$ cat src/sacc_regs.svh
// Purpose: register map and timing constants of the shared converter core configuration
// Assumes: plain register port, 16-bit registers at word indices
// Notes: constants only
// Summary of operation
// - format bit one gives fractional results
// - two-bit code picks 6/8/10/12-bit resolution
// - sample time is field plus two periods
// - zero gives two periods, one gives three
// - ready flag follows band gap and reference
`ifndef SACC_REGS_SVH
`define SACC_REGS_SVH
`define SACC_ADDR_W 4
`define SACC_OFS_FMT_RES 4'h0
`define SACC_OFS_REF_SAMP 4'h1
`define SACC_OFS_CTRL 4'h2
`define SACC_OFS_IRQ_STAT 4'h3
`define SACC_OFS_IRQ_MASK 4'h4
`define SACC_OUTPUT_FORMAT_SELECT_BIT 7
`define SACC_RES_HI 6
`define SACC_RES_LO 5
`define SACC_RDY_BIT 15
`define SACC_ERR_BIT 14
`define SACC_SAMP_HI 9
`define SACC_RES_RST 2'h3
`define SACC_SAMP_OFS 11'h002
`define SACC_IRQ_W 3
`endif

$ cat src/sacc_pkg.sv
// Purpose: types of the shared converter core configuration
// Assumes: the constants header
// Notes: none
`include "sacc_regs.svh"
package sacc_pkg;
    typedef enum logic [1:0] {SACC_RES6, SACC_RES8, SACC_RES10, SACC_RES12} sacc_res_e;
    typedef struct packed {
        logic [`SACC_ADDR_W-1:0] addr;
        logic [15:0] wdata;
        logic wr;
        logic rd;
    } sacc_bus_s;
    typedef struct packed {
        logic fractional;
        sacc_res_e resolution;
        logic [3:0] result_bits;
        logic [10:0] sample_periods;
    } sacc_cfg_s;
    typedef struct packed {
        logic output_format_select;
        logic [1:0] res;
        logic [9:0] samp;
        logic enable;
        logic ready;
        logic ready_d;
        logic error;
        logic [`SACC_IRQ_W-1:0] stat;
        logic [`SACC_IRQ_W-1:0] mask;
        logic [15:0] rdata;
        logic irq;
        sacc_cfg_s cfg;
    } sacc_state_s;
endpackage : sacc_pkg

$ cat src/sacc_core_cfg.sv
// Purpose: configuration registers and reference status of the shared converter core
// Assumes: inputs synchronous to ref_clk, synchronous active-high reset
// Notes: irq status bits are write-one-to-clear, set wins over clear
//
// Design decisions made here: the address-and-strobe port and the register addresses.
`timescale 1ns/10ps
`include "sacc_regs.svh"
module sacc_core_cfg (
    input wire logic ref_clk,
    input wire logic srst,
    input wire sacc_pkg::sacc_bus_s bus,
    output logic [15:0] rdata,
    input wire logic band_gap_ok,
    input wire logic reference_ok,
    output sacc_pkg::sacc_cfg_s cfg,
    output logic converter_enable,
    output logic irq
);
    import sacc_pkg::*;
    sacc_state_s s_reg;
    sacc_state_s s_next;
    logic ref_good;
    logic [`SACC_IRQ_W-1:0] ev;

    assign ref_good = band_gap_ok & reference_ok;

    always_comb begin
        s_next = s_reg;
        s_next.ready = ref_good;
        s_next.ready_d = s_reg.ready;
        ev = {s_reg.enable & ~ref_good & ~s_reg.error, s_reg.ready_d & ~s_reg.ready,
            s_reg.ready & ~s_reg.ready_d};
        s_next.rdata = 16'h0000;
        if (bus.wr) begin
            case (bus.addr)
                `SACC_OFS_FMT_RES: begin
                    s_next.output_format_select = bus.wdata[`SACC_OUTPUT_FORMAT_SELECT_BIT];
                    s_next.res = bus.wdata[`SACC_RES_HI:`SACC_RES_LO];
                end
                `SACC_OFS_REF_SAMP: begin
                    s_next.samp = bus.wdata[`SACC_SAMP_HI:0];
                end
                `SACC_OFS_CTRL: begin
                    s_next.enable = bus.wdata[0];
                    if (bus.wdata[1]) begin
                        s_next.error = 1'b0;
                    end
                end
                `SACC_OFS_IRQ_STAT: begin
                    s_next.stat = s_reg.stat & ~bus.wdata[`SACC_IRQ_W-1:0];
                end
                `SACC_OFS_IRQ_MASK: begin
                    s_next.mask = bus.wdata[`SACC_IRQ_W-1:0];
                end
                default: begin
                end
            endcase
        end
        // set after the write so it wins over a clear
        if (s_reg.enable && !ref_good) begin
            s_next.error = 1'b1;
        end
        s_next.stat = s_next.stat | ev;
        if (bus.rd) begin
            case (bus.addr)
                `SACC_OFS_FMT_RES: begin
                    s_next.rdata[`SACC_OUTPUT_FORMAT_SELECT_BIT] = s_reg.output_format_select;
                    s_next.rdata[`SACC_RES_HI:`SACC_RES_LO] = s_reg.res;
                end
                `SACC_OFS_REF_SAMP: begin
                    s_next.rdata[`SACC_RDY_BIT] = s_reg.ready;
                    s_next.rdata[`SACC_ERR_BIT] = s_reg.error;
                    s_next.rdata[`SACC_SAMP_HI:0] = s_reg.samp;
                end
                `SACC_OFS_CTRL: begin
                    s_next.rdata[0] = s_reg.enable;
                end
                `SACC_OFS_IRQ_STAT: begin
                    s_next.rdata[`SACC_IRQ_W-1:0] = s_reg.stat;
                end
                `SACC_OFS_IRQ_MASK: begin
                    s_next.rdata[`SACC_IRQ_W-1:0] = s_reg.mask;
                end
                default: begin
                end
            endcase
        end
        s_next.irq = |(s_next.stat & s_next.mask);
        s_next.cfg.fractional = s_next.output_format_select;
        s_next.cfg.resolution = sacc_res_e'(s_next.res);
        case (s_next.res)
            2'h3: s_next.cfg.result_bits = 4'hc;
            2'h2: s_next.cfg.result_bits = 4'ha;
            2'h1: s_next.cfg.result_bits = 4'h8;
            default: s_next.cfg.result_bits = 4'h6;
        endcase
        s_next.cfg.sample_periods = {1'b0, s_next.samp} + `SACC_SAMP_OFS;
    end

    always_ff @(posedge ref_clk) begin
        if (srst) begin
            s_reg <= '0;
            s_reg.res <= `SACC_RES_RST;
            s_reg.cfg.resolution <= SACC_RES12;
            s_reg.cfg.result_bits <= 4'hc;
            s_reg.cfg.sample_periods <= `SACC_SAMP_OFS;
        end else begin
            s_reg <= s_next;
        end
    end

    assign rdata = s_reg.rdata;
    assign cfg = s_reg.cfg;
    assign converter_enable = s_reg.enable;
    assign irq = s_reg.irq;

    chk_sample_time_map: assert property (@(posedge ref_clk) disable iff (srst)
        cfg.sample_periods == {1'b0, s_reg.samp} + 11'h002)
        else $error("sample periods not field plus two");
    chk_sample_zero_two: assert property (@(posedge ref_clk) disable iff (srst)
        s_reg.samp == 10'h000 |-> cfg.sample_periods == 11'h002)
        else $error("zero field not two periods");
    chk_format_follows: assert property (@(posedge ref_clk) disable iff (srst)
        bus.wr && bus.addr == `SACC_OFS_FMT_RES |=> cfg.fractional == $past(bus.wdata[7]))
        else $error("format not taken from write");
    chk_resolution_bits: assert property (@(posedge ref_clk) disable iff (srst)
        s_reg.res == 2'h1 |-> cfg.result_bits == 4'h8)
        else $error("code one not eight bits");
    chk_ready_follows: assert property (@(posedge ref_clk) disable iff (srst)
        ##1 s_reg.ready == $past(ref_good))
        else $error("ready flag does not follow reference");
    chk_error_sets: assert property (@(posedge ref_clk) disable iff (srst)
        converter_enable && !ref_good |=> s_reg.error)
        else $error("error flag not set on loss");
    chk_error_holds: assert property (@(posedge ref_clk) disable iff (srst)
        !$past(converter_enable) && !$past(s_reg.error) |-> !s_reg.error)
        else $error("error flag set while disabled");
    chk_irq_level: assert property (@(posedge ref_clk) disable iff (srst)
        irq == |(s_reg.stat & s_reg.mask))
        else $error("irq does not match status and mask");
    chk_format_integer: assert property (@(posedge ref_clk) disable iff (srst)
        bus.wr && bus.addr == `SACC_OFS_FMT_RES && !bus.wdata[`SACC_OUTPUT_FORMAT_SELECT_BIT]
            |=> !cfg.fractional)
        else $error("integer format not taken from write");
    chk_format_holds: assert property (@(posedge ref_clk) disable iff (srst)
        !(bus.wr && bus.addr == `SACC_OFS_FMT_RES) |=> $stable(cfg.fractional))
        else $error("format changed without a write");
    chk_res_code_twelve: assert property (@(posedge ref_clk) disable iff (srst)
        s_reg.res == 2'h3 |-> cfg.result_bits == 4'hc)
        else $error("code three not twelve bits");
    chk_res_code_ten: assert property (@(posedge ref_clk) disable iff (srst)
        s_reg.res == 2'h2 |-> cfg.result_bits == 4'ha)
        else $error("code two not ten bits");
    chk_res_code_six: assert property (@(posedge ref_clk) disable iff (srst)
        s_reg.res == 2'h0 |-> cfg.result_bits == 4'h6)
        else $error("code zero not six bits");
    chk_res_enum_twelve: assert property (@(posedge ref_clk) disable iff (srst)
        s_reg.res == 2'h3 |-> cfg.resolution == SACC_RES12)
        else $error("code three not twelve bit mode");
    chk_res_enum_six: assert property (@(posedge ref_clk) disable iff (srst)
        s_reg.res == 2'h0 |-> cfg.resolution == SACC_RES6)
        else $error("code zero not six bit mode");
    chk_res_from_write: assert property (@(posedge ref_clk) disable iff (srst)
        bus.wr && bus.addr == `SACC_OFS_FMT_RES
            |=> s_reg.res == $past(bus.wdata[`SACC_RES_HI:`SACC_RES_LO]))
        else $error("resolution not taken from write");
    chk_sample_from_write: assert property (@(posedge ref_clk) disable iff (srst)
        bus.wr && bus.addr == `SACC_OFS_REF_SAMP
            |=> s_reg.samp == $past(bus.wdata[`SACC_SAMP_HI:0]))
        else $error("sample field not taken from write");
    chk_sample_one_three: assert property (@(posedge ref_clk) disable iff (srst)
        s_reg.samp == 10'h001 |-> cfg.sample_periods == 11'h003)
        else $error("field one not three periods");
    chk_sample_max_field: assert property (@(posedge ref_clk) disable iff (srst)
        s_reg.samp == 10'h3ff |-> cfg.sample_periods == 11'h401)
        else $error("full field not maximum periods");
    chk_sample_range: assert property (@(posedge ref_clk) disable iff (srst)
        cfg.sample_periods >= 11'h002 && cfg.sample_periods <= 11'h401)
        else $error("sample periods out of range");
    chk_ready_read: assert property (@(posedge ref_clk) disable iff (srst)
        bus.rd && bus.addr == `SACC_OFS_REF_SAMP
            |=> rdata[`SACC_RDY_BIT] == $past(s_reg.ready))
        else $error("ready flag read wrong");
    chk_ready_gap_lost: assert property (@(posedge ref_clk) disable iff (srst)
        !band_gap_ok |=> !s_reg.ready)
        else $error("ready flag high without band gap");
    chk_ready_ref_lost: assert property (@(posedge ref_clk) disable iff (srst)
        !reference_ok |=> !s_reg.ready)
        else $error("ready flag high without reference");
    chk_ready_both_ok: assert property (@(posedge ref_clk) disable iff (srst)
        band_gap_ok && reference_ok |=> s_reg.ready)
        else $error("ready flag low with reference good");
    chk_error_read: assert property (@(posedge ref_clk) disable iff (srst)
        bus.rd && bus.addr == `SACC_OFS_REF_SAMP
            |=> rdata[`SACC_ERR_BIT] == $past(s_reg.error))
        else $error("error flag read wrong");
    chk_error_sticky: assert property (@(posedge ref_clk) disable iff (srst)
        s_reg.error && !(bus.wr && bus.addr == `SACC_OFS_CTRL && bus.wdata[1])
            |=> s_reg.error)
        else $error("error flag dropped without clear");
    chk_error_clears: assert property (@(posedge ref_clk) disable iff (srst)
        !converter_enable && bus.wr && bus.addr == `SACC_OFS_CTRL && bus.wdata[1]
            |=> !s_reg.error)
        else $error("error flag not cleared");
    chk_enable_from_write: assert property (@(posedge ref_clk) disable iff (srst)
        bus.wr && bus.addr == `SACC_OFS_CTRL |=> converter_enable == $past(bus.wdata[0]))
        else $error("enable not taken from write");
    chk_rdata_idle: assert property (@(posedge ref_clk) disable iff (srst)
        !bus.rd |=> rdata == 16'h0000)
        else $error("read data not zero without read");
    chk_rdata_unmapped: assert property (@(posedge ref_clk) disable iff (srst)
        bus.rd && bus.addr > `SACC_OFS_IRQ_MASK |=> rdata == 16'h0000)
        else $error("unmapped read not zero");
    chk_format_read_zeros: assert property (@(posedge ref_clk) disable iff (srst)
        bus.rd && bus.addr == `SACC_OFS_FMT_RES
            |=> rdata[15:8] == 8'h00 && rdata[4:0] == 5'h00)
        else $error("unused format bits not zero");
    chk_sample_read_zeros: assert property (@(posedge ref_clk) disable iff (srst)
        bus.rd && bus.addr == `SACC_OFS_REF_SAMP |=> rdata[13:10] == 4'h0)
        else $error("unused sample bits not zero");
    chk_stat_rise_sets: assert property (@(posedge ref_clk) disable iff (srst)
        s_reg.ready && !s_reg.ready_d |=> s_reg.stat[0])
        else $error("ready rise not flagged");
    chk_stat_fall_sets: assert property (@(posedge ref_clk) disable iff (srst)
        !s_reg.ready && s_reg.ready_d |=> s_reg.stat[1])
        else $error("ready fall not flagged");
    chk_stat_error_sets: assert property (@(posedge ref_clk) disable iff (srst)
        converter_enable && !ref_good && !s_reg.error |=> s_reg.stat[2])
        else $error("error set not flagged");
    chk_stat_clear_one: assert property (@(posedge ref_clk) disable iff (srst)
        bus.wr && bus.addr == `SACC_OFS_IRQ_STAT && bus.wdata[0]
            && !(s_reg.ready && !s_reg.ready_d) |=> !s_reg.stat[0])
        else $error("status bit not cleared by one");
    chk_mask_from_write: assert property (@(posedge ref_clk) disable iff (srst)
        bus.wr && bus.addr == `SACC_OFS_IRQ_MASK |=> s_reg.mask == $past(bus.wdata[2:0]))
        else $error("mask not taken from write");
    chk_irq_masked_off: assert property (@(posedge ref_clk) disable iff (srst)
        s_reg.mask == 3'h0 |-> !irq)
        else $error("irq high with all masked");
endmodule : sacc_core_cfg

$ cat config.mk
export PLATFORM = sky130hd
export DESIGN_NAME = sacc_core_cfg
export DESIGN_NICKNAME = d
export VERILOG_FILES = /design/src/sacc_pkg.sv /design/src/sacc_core_cfg.sv
export VERILOG_INCLUDE_DIRS = /design/src
export SDC_FILE = /design/constraint.sdc
export NUM_CORES = 1
export LEC_CHECK = 0
export BUFFER_PORTS_ARGS = -buffer_cell sky130_fd_sc_hd__buf_2
export CORE_AREA = 2 2 70 72
export DETAILED_ROUTE_END_ITERATION = 10
export DIE_AREA = 0 0 72 74
export GPL_TIMING_DRIVEN = 0
export PLACE_DENSITY = 0.76
export SETUP_SLACK_MARGIN = 0.1
export SYNTH_ARGS = -nofsm -noshare
export SYNTH_HDL_FRONTEND = slang
export SYNTH_SLANG_ARGS = --single-unit
$ cat constraint.sdc
create_clock -name ref_clk -period 1.7 [get_ports ref_clk]
set_input_delay 0.34 -clock ref_clk [delete_from_list [all_inputs] [get_ports ref_clk]]
set_output_delay 0.34 -clock ref_clk [all_outputs]
set_load 0.02 [all_outputs]
=== Yosys cells after proc, flatten, opt, wreduce, memory -nomap -nowiden ===
Index checks and enable logic that the tools add are counted.

* Output and inout bits: 36
* Input port bits: 26
* Register bits: 55

* Eq/ne operators: 7
* Mux-type cells: 14
* Bitwise operators: 15
* Reductions and logical operators: 11
* Add/sub/neg operators: 1

{| class="wikitable"
|+ Operator list
! kind !! number
|-
| $mux 14 || 1
|-
| $pmux 4 s3 || 1
|-
| $add 10x2->11 const B || 1
|-
| $mux 10 || 1
|-
| $mux 3 || 3
|-
| $eq 4x2->1 const B || 2
|-
| $mux 7 || 1
|-
| $and 3x3->3 || 2
|-
| $not 1->1 || 6
|-
| $pmux 2 s3 || 1
|-
| $pmux 3 s2 || 1
|-
| $reduce_bool 2->1 || 3
|-
| $reduce_or 3->1 || 2
|-
| $and 1x1->1 || 5
|-
| $eq 2x2->1 const B || 2
|-
| $eq 4x1->1 const B || 1
|-
| $eq 4x3->1 const B || 1
|-
| $logic_not 4->1 || 1
|-
| $mux 1 || 4
|-
| $pmux 1 s4 || 1
|-
| $not 3->3 || 1
|-
| $or 3x3->3 || 1
|-
| $reduce_and 3->1 || 1
|-
| $eq 2x1->1 const B || 1
|-
| other kinds (4) || 4
|}

=== Logic depth before layout (Yosys ltp) ===
* Word-level depth: 7
* Mapped depth: 8

=== Worst setup path before layout ===
No wires, ideal clock.

* Kind: input port to flip-flop
* Start: input port bus[19] (netlist bit)
* End: register, netlist name cfg[9]
* Cell stages on the path: 7
* Required time: 1.571 ns
* Setup slack: 0.146 ns
* Setup time: 0.129 ns
* Arrival: 1.425 ns
* Cell sequence: buf_6 nor2_4 nand4b_1 buf_6 mux2_4 nor3_1 nor3_2

* Word-level cells in the longest chain between the ends: 4

{| class="wikitable"
|+ Ends and longest elaborated chain
! item !! line !! text
|-
| start, declared || sacc_core_cfg.sv:11 || <nowiki>input wire sacc_pkg::sacc_bus_s bus,</nowiki>
|-
| $eq 4x1->1 || sacc_core_cfg.sv:35 || <nowiki>case (bus.addr)</nowiki>
|-
| $mux 10 || sacc_core_cfg.sv:35 ||
|-
| $mux 14 || sacc_core_cfg.sv:34 || <nowiki>if (bus.wr) begin</nowiki>
|-
| $add 10x2->11 (no source line) || n/a ||
|}

Every way passes these cells.
A chain may end at the register's enable or synchronous reset.

=== Worst setup path in the final report ===
* Start: register s_reg[49] (netlist bit)
* End: register, netlist name cfg[9]

* Word-level cells in the longest chain between the ends: 3

{| class="wikitable"
|+ Ends and longest elaborated chain
! item !! line !! text
|-
| start, declared || sacc_core_cfg.sv:20 || <nowiki>sacc_state_s s_reg;</nowiki>
|-
| start signal, assigned || sacc_core_cfg.sv:108 || <nowiki>s_reg <= s_next;</nowiki>
|-
| $mux 10 || sacc_core_cfg.sv:35 ||
|-
| $mux 14 * || sacc_core_cfg.sv:34 ||
|-
| $add 10x2->11 (no source line) * || n/a ||
|}

Every way passes the cells marked *; elsewhere a longest branch is shown, timed or not.

==> impl_results.md <==
- Vias in the first global route: ~1500
- EDFF count, synth: 0
- Critical Path End: cfg[9]$_SDFF_PP0_
- H-tree Lvls: 2
- Max Cap Violations: 0
- Slew headroom: 0.660
- Proportion of layout cells with a drive suffix above 1: 0.353
- #FFs+latches synth: 49
- Clock share of power: 0.338
- Area of the multi-input gates: 942 sq um
- M1 GR Usage: 0.208
- Mean Syn Cell Area: 9.46 sq um
- Die Y: about 74 um
- IO Pins: 62
- Via density per instance: between 4 and 5
- DP HPWL: around 3000 um
- Initial Util: 0.485
- DRT iter0 DRCs: roughly 140
- Nets: 320
- Min Tclk post-route: between 1 and 1.5 ns
- Via count: 1668
- Setup crit end kind: flip-flop
- Peak supply drop: 0.000387 V
- Die Footprint: between 0.005 and 0.006 sq mm
- Class of the most critical setup path: reg2reg
- Cts hold-fix bufs: 0
- Tcrit/Tclk final: 0.864
- R2R setup slack: 0.23 ns
- Met2 Use GR: 0.282
- R2r startpoint: s_reg[49]$_SDFF_PP0_
- Hold slack: around 0.28 ns
- Setup TNS: 0 ns
- Worst setup SP type: flip-flop
- Reg2reg end: cfg[9]$_SDFF_PP0_
- Utilization after layout: 0.575
- Final cell count without fillers: roughly 350
- Largest net degree at the start of global routing: 17
- Sw Ratio: 0.250
- Min-Delay Path Class: in2reg
- Clock tree buffer depth: 2
- GRT Resource Usage Total: 0.169
- Switch Pwr: 511 uW
- Worst Skew: about 0.012 ns
- Busiest grt layer: met2
- Combinational fraction of design power: 0.088
- Synth Cell Area: 0.00223 sq mm
- CTS tree: yes
- Core area: ~0.0046 sq mm
- FFs w/ async S/R, synth: 0
- Drt drc: 0
- Antenna viol nets, final: 0
- CTS buffer count: 5
- Synth top area cells: dfxtp_1, buf_4, mux2i_1
- Dpl cells: between 300 and 400
- Register area: slightly below 0.001 sq mm
- Status: complete, no violations
- Gpl congestion: between 0.8 and 0.9
- First-pass DRT Iterations: 4
- Final WL: 4240 um
- Final-report hold violation count: 0
- Sequential element share of the synthesized area: 0.439
- Required @ worst endpoint: approximately 1.9 ns
- Synth warn: 0
- Syn Inst Count: 236
- Die Wd: about 72 um
- Fill cells: around 440
- Clock latency on the worst-skew pair: 0.31 ns
- Post-CTS Setup Bufs: 0
- Cell taking the most area after synthesis: dfxtp_1
- Worst-Margin Slew: 0.510 ns
- Dominant synthesized flop cell: dfxtp_1
- Clk root buf: clkbuf_8
- CP max FO: 5
- Port Buf Inserts: 47
- Gr ovfl total: 0
- R2R depth: 5
- Netlist cell types: 42
- Sequential share of power: 0.574
- Met3 Track Usage GR: 0.0339
- Fmax: between 0.6 and 0.7 GHz
- Cell row count: 25
- Clock-pin slew on the worst setup and hold paths: approximately 0.09 ns
- Synth top area share: 0.439
- Lkg Pwr: between 0.001 and 0.0015 uW
- Max Slew Vio Count: 0
- Initial antenna violation count: 0
- Layout area overhead: 18.4%
- Final setup viols: 0
- P per Cell Area: 772 mW/mm^2
- Global-route wire length before repair: slightly below 7000 um
- WL/cell: 12.1 um
- Worst Path Arrival: approximately 1.7 ns
- CP startpoint: s_reg[49]$_SDFF_PP0_
- Internal power: around 1500 uW
- Max reg flops: 18
- RSZ-0062 raised after global routing: no
- # diodes: 0
- Clk sinks: 49
cell usage after synthesis (2+ instances only):
cell type	number
buf_4	34
a211o_1	2
nand2_1	11
xor2_1	4
a211oi_1	3
clkbuf_1	4
inv_1	2
nand4_1	3
buf_1	2
mux2_2	3
nor2_1	29
xnor2_1	5
and4_1	2
buf_6	3
nand3_1	7
mux2i_1	19
nand3b_1	2
dfxtp_1	49
a21oi_1	8
nor4_1	2
nand2b_1	5
nor2b_1	6
nor3_1	5
nor3b_1	3
and2_1	6
layout by cell type, fill, tap and decap left out, drive strengths merged, types with 5 or more instances in the layout:
cell type  netlist  layout
a21oi            8       8
and2             6       6
buf             40      87
clkbuf           4       9
conb             1       5
dfxtp           49      49
mux2i           20      20
nand2           11      11
nand2b           5       5
nand3            7       7
nor2            31      31
nor2b            6       6
nor3             6       6
xnor2            5       5
worst max-delay path: stages (launching register included):
cell,delay [ns]
dfxtp_1,0.39
and4_1,0.26
nand4_1,0.11
mux2_4,0.31
nor3_1,0.21
nor3_2,0.06
metal layers:
| layer | routed length, um | up-vias | part of all wire |
|---|---|---|---|
| li1 | - | 869 | - |
| met1 | 1910 | 736 | 0.45 |
| met2 | 1980 | 56 | 0.47 |
| met3 | 257 | 7 | 0.061 |
| met4 | 88 | 0 | 0.021 |
| met5 | 0 | - | 0 |
logic make-up after synthesis:
group / synth area share
compound gates: 0.0572
mux: 0.117
other cells: 0.00168
flops: 0.439
buf+inv: 0.145
xor+xnor: 0.0353
simple gates: 0.204
per-stage QoR:
step                power (uW)  area, sq um  worst slack (ns)
detailed placement        1380         2550           -0.0911
floorplan                 1320         2250             0.146
global placement          1370         2550            -0.109
CTS                       2060         2640             0.172
finish                    2040         2640             0.230
global route              2110         2640             0.128
power by group through the flow:
stage	Combinational (uW)	Clock (uW)	Sequential, uW
4_1_cts	181	708	1170
3_5_place_dp	179	0	1200
3_3_place_gp	177	0	1200
2_1_floorplan	122	0	1200
5_1_grt	198	741	1170
6_report	180	690	1170
timing repair:
| item | 4_1_cts | 5_1_grt |
|---|---|---|
| gates resized for setup | 0 | 3 |
| endpoints found under the hold margin | 0 | 0 |
| endpoints found under the setup margin | 0 | 2 |
layout make-up:
type / count / area share
Multi-Input combinational cell: 145 / 0.357
Inverter: 2 / 0.00284
Buffer: 44 / 0.120
Tap cell: 54 / 0.0256
Sequential cell: 49 / 0.372
Timing Repair Buffer: 47 / 0.0890
Clock buffer: 5 / 0.0260
Clock inverter: 3 / 0.00805
how the worst min path moves through the flow:
stage	start	end	depth (start not counted)
floorplan	bus[21]	rdata[0]$_SDFF_PP0_	1
global placement	s_reg[54]$_SDFF_PP0_	rdata[9]$_SDFF_PP0_	1
detailed placement	s_reg[54]$_SDFF_PP0_	rdata[9]$_SDFF_PP0_	1
CTS	reference_ok	s_next[42]$_SDFF_PP0_	3
global route	bus[21]	rdata[1]$_SDFF_PP0_	2
finish	reference_ok	s_next[42]$_SDFF_PP0_	3
Note: power is estimated with default switching activity, not from simulation.
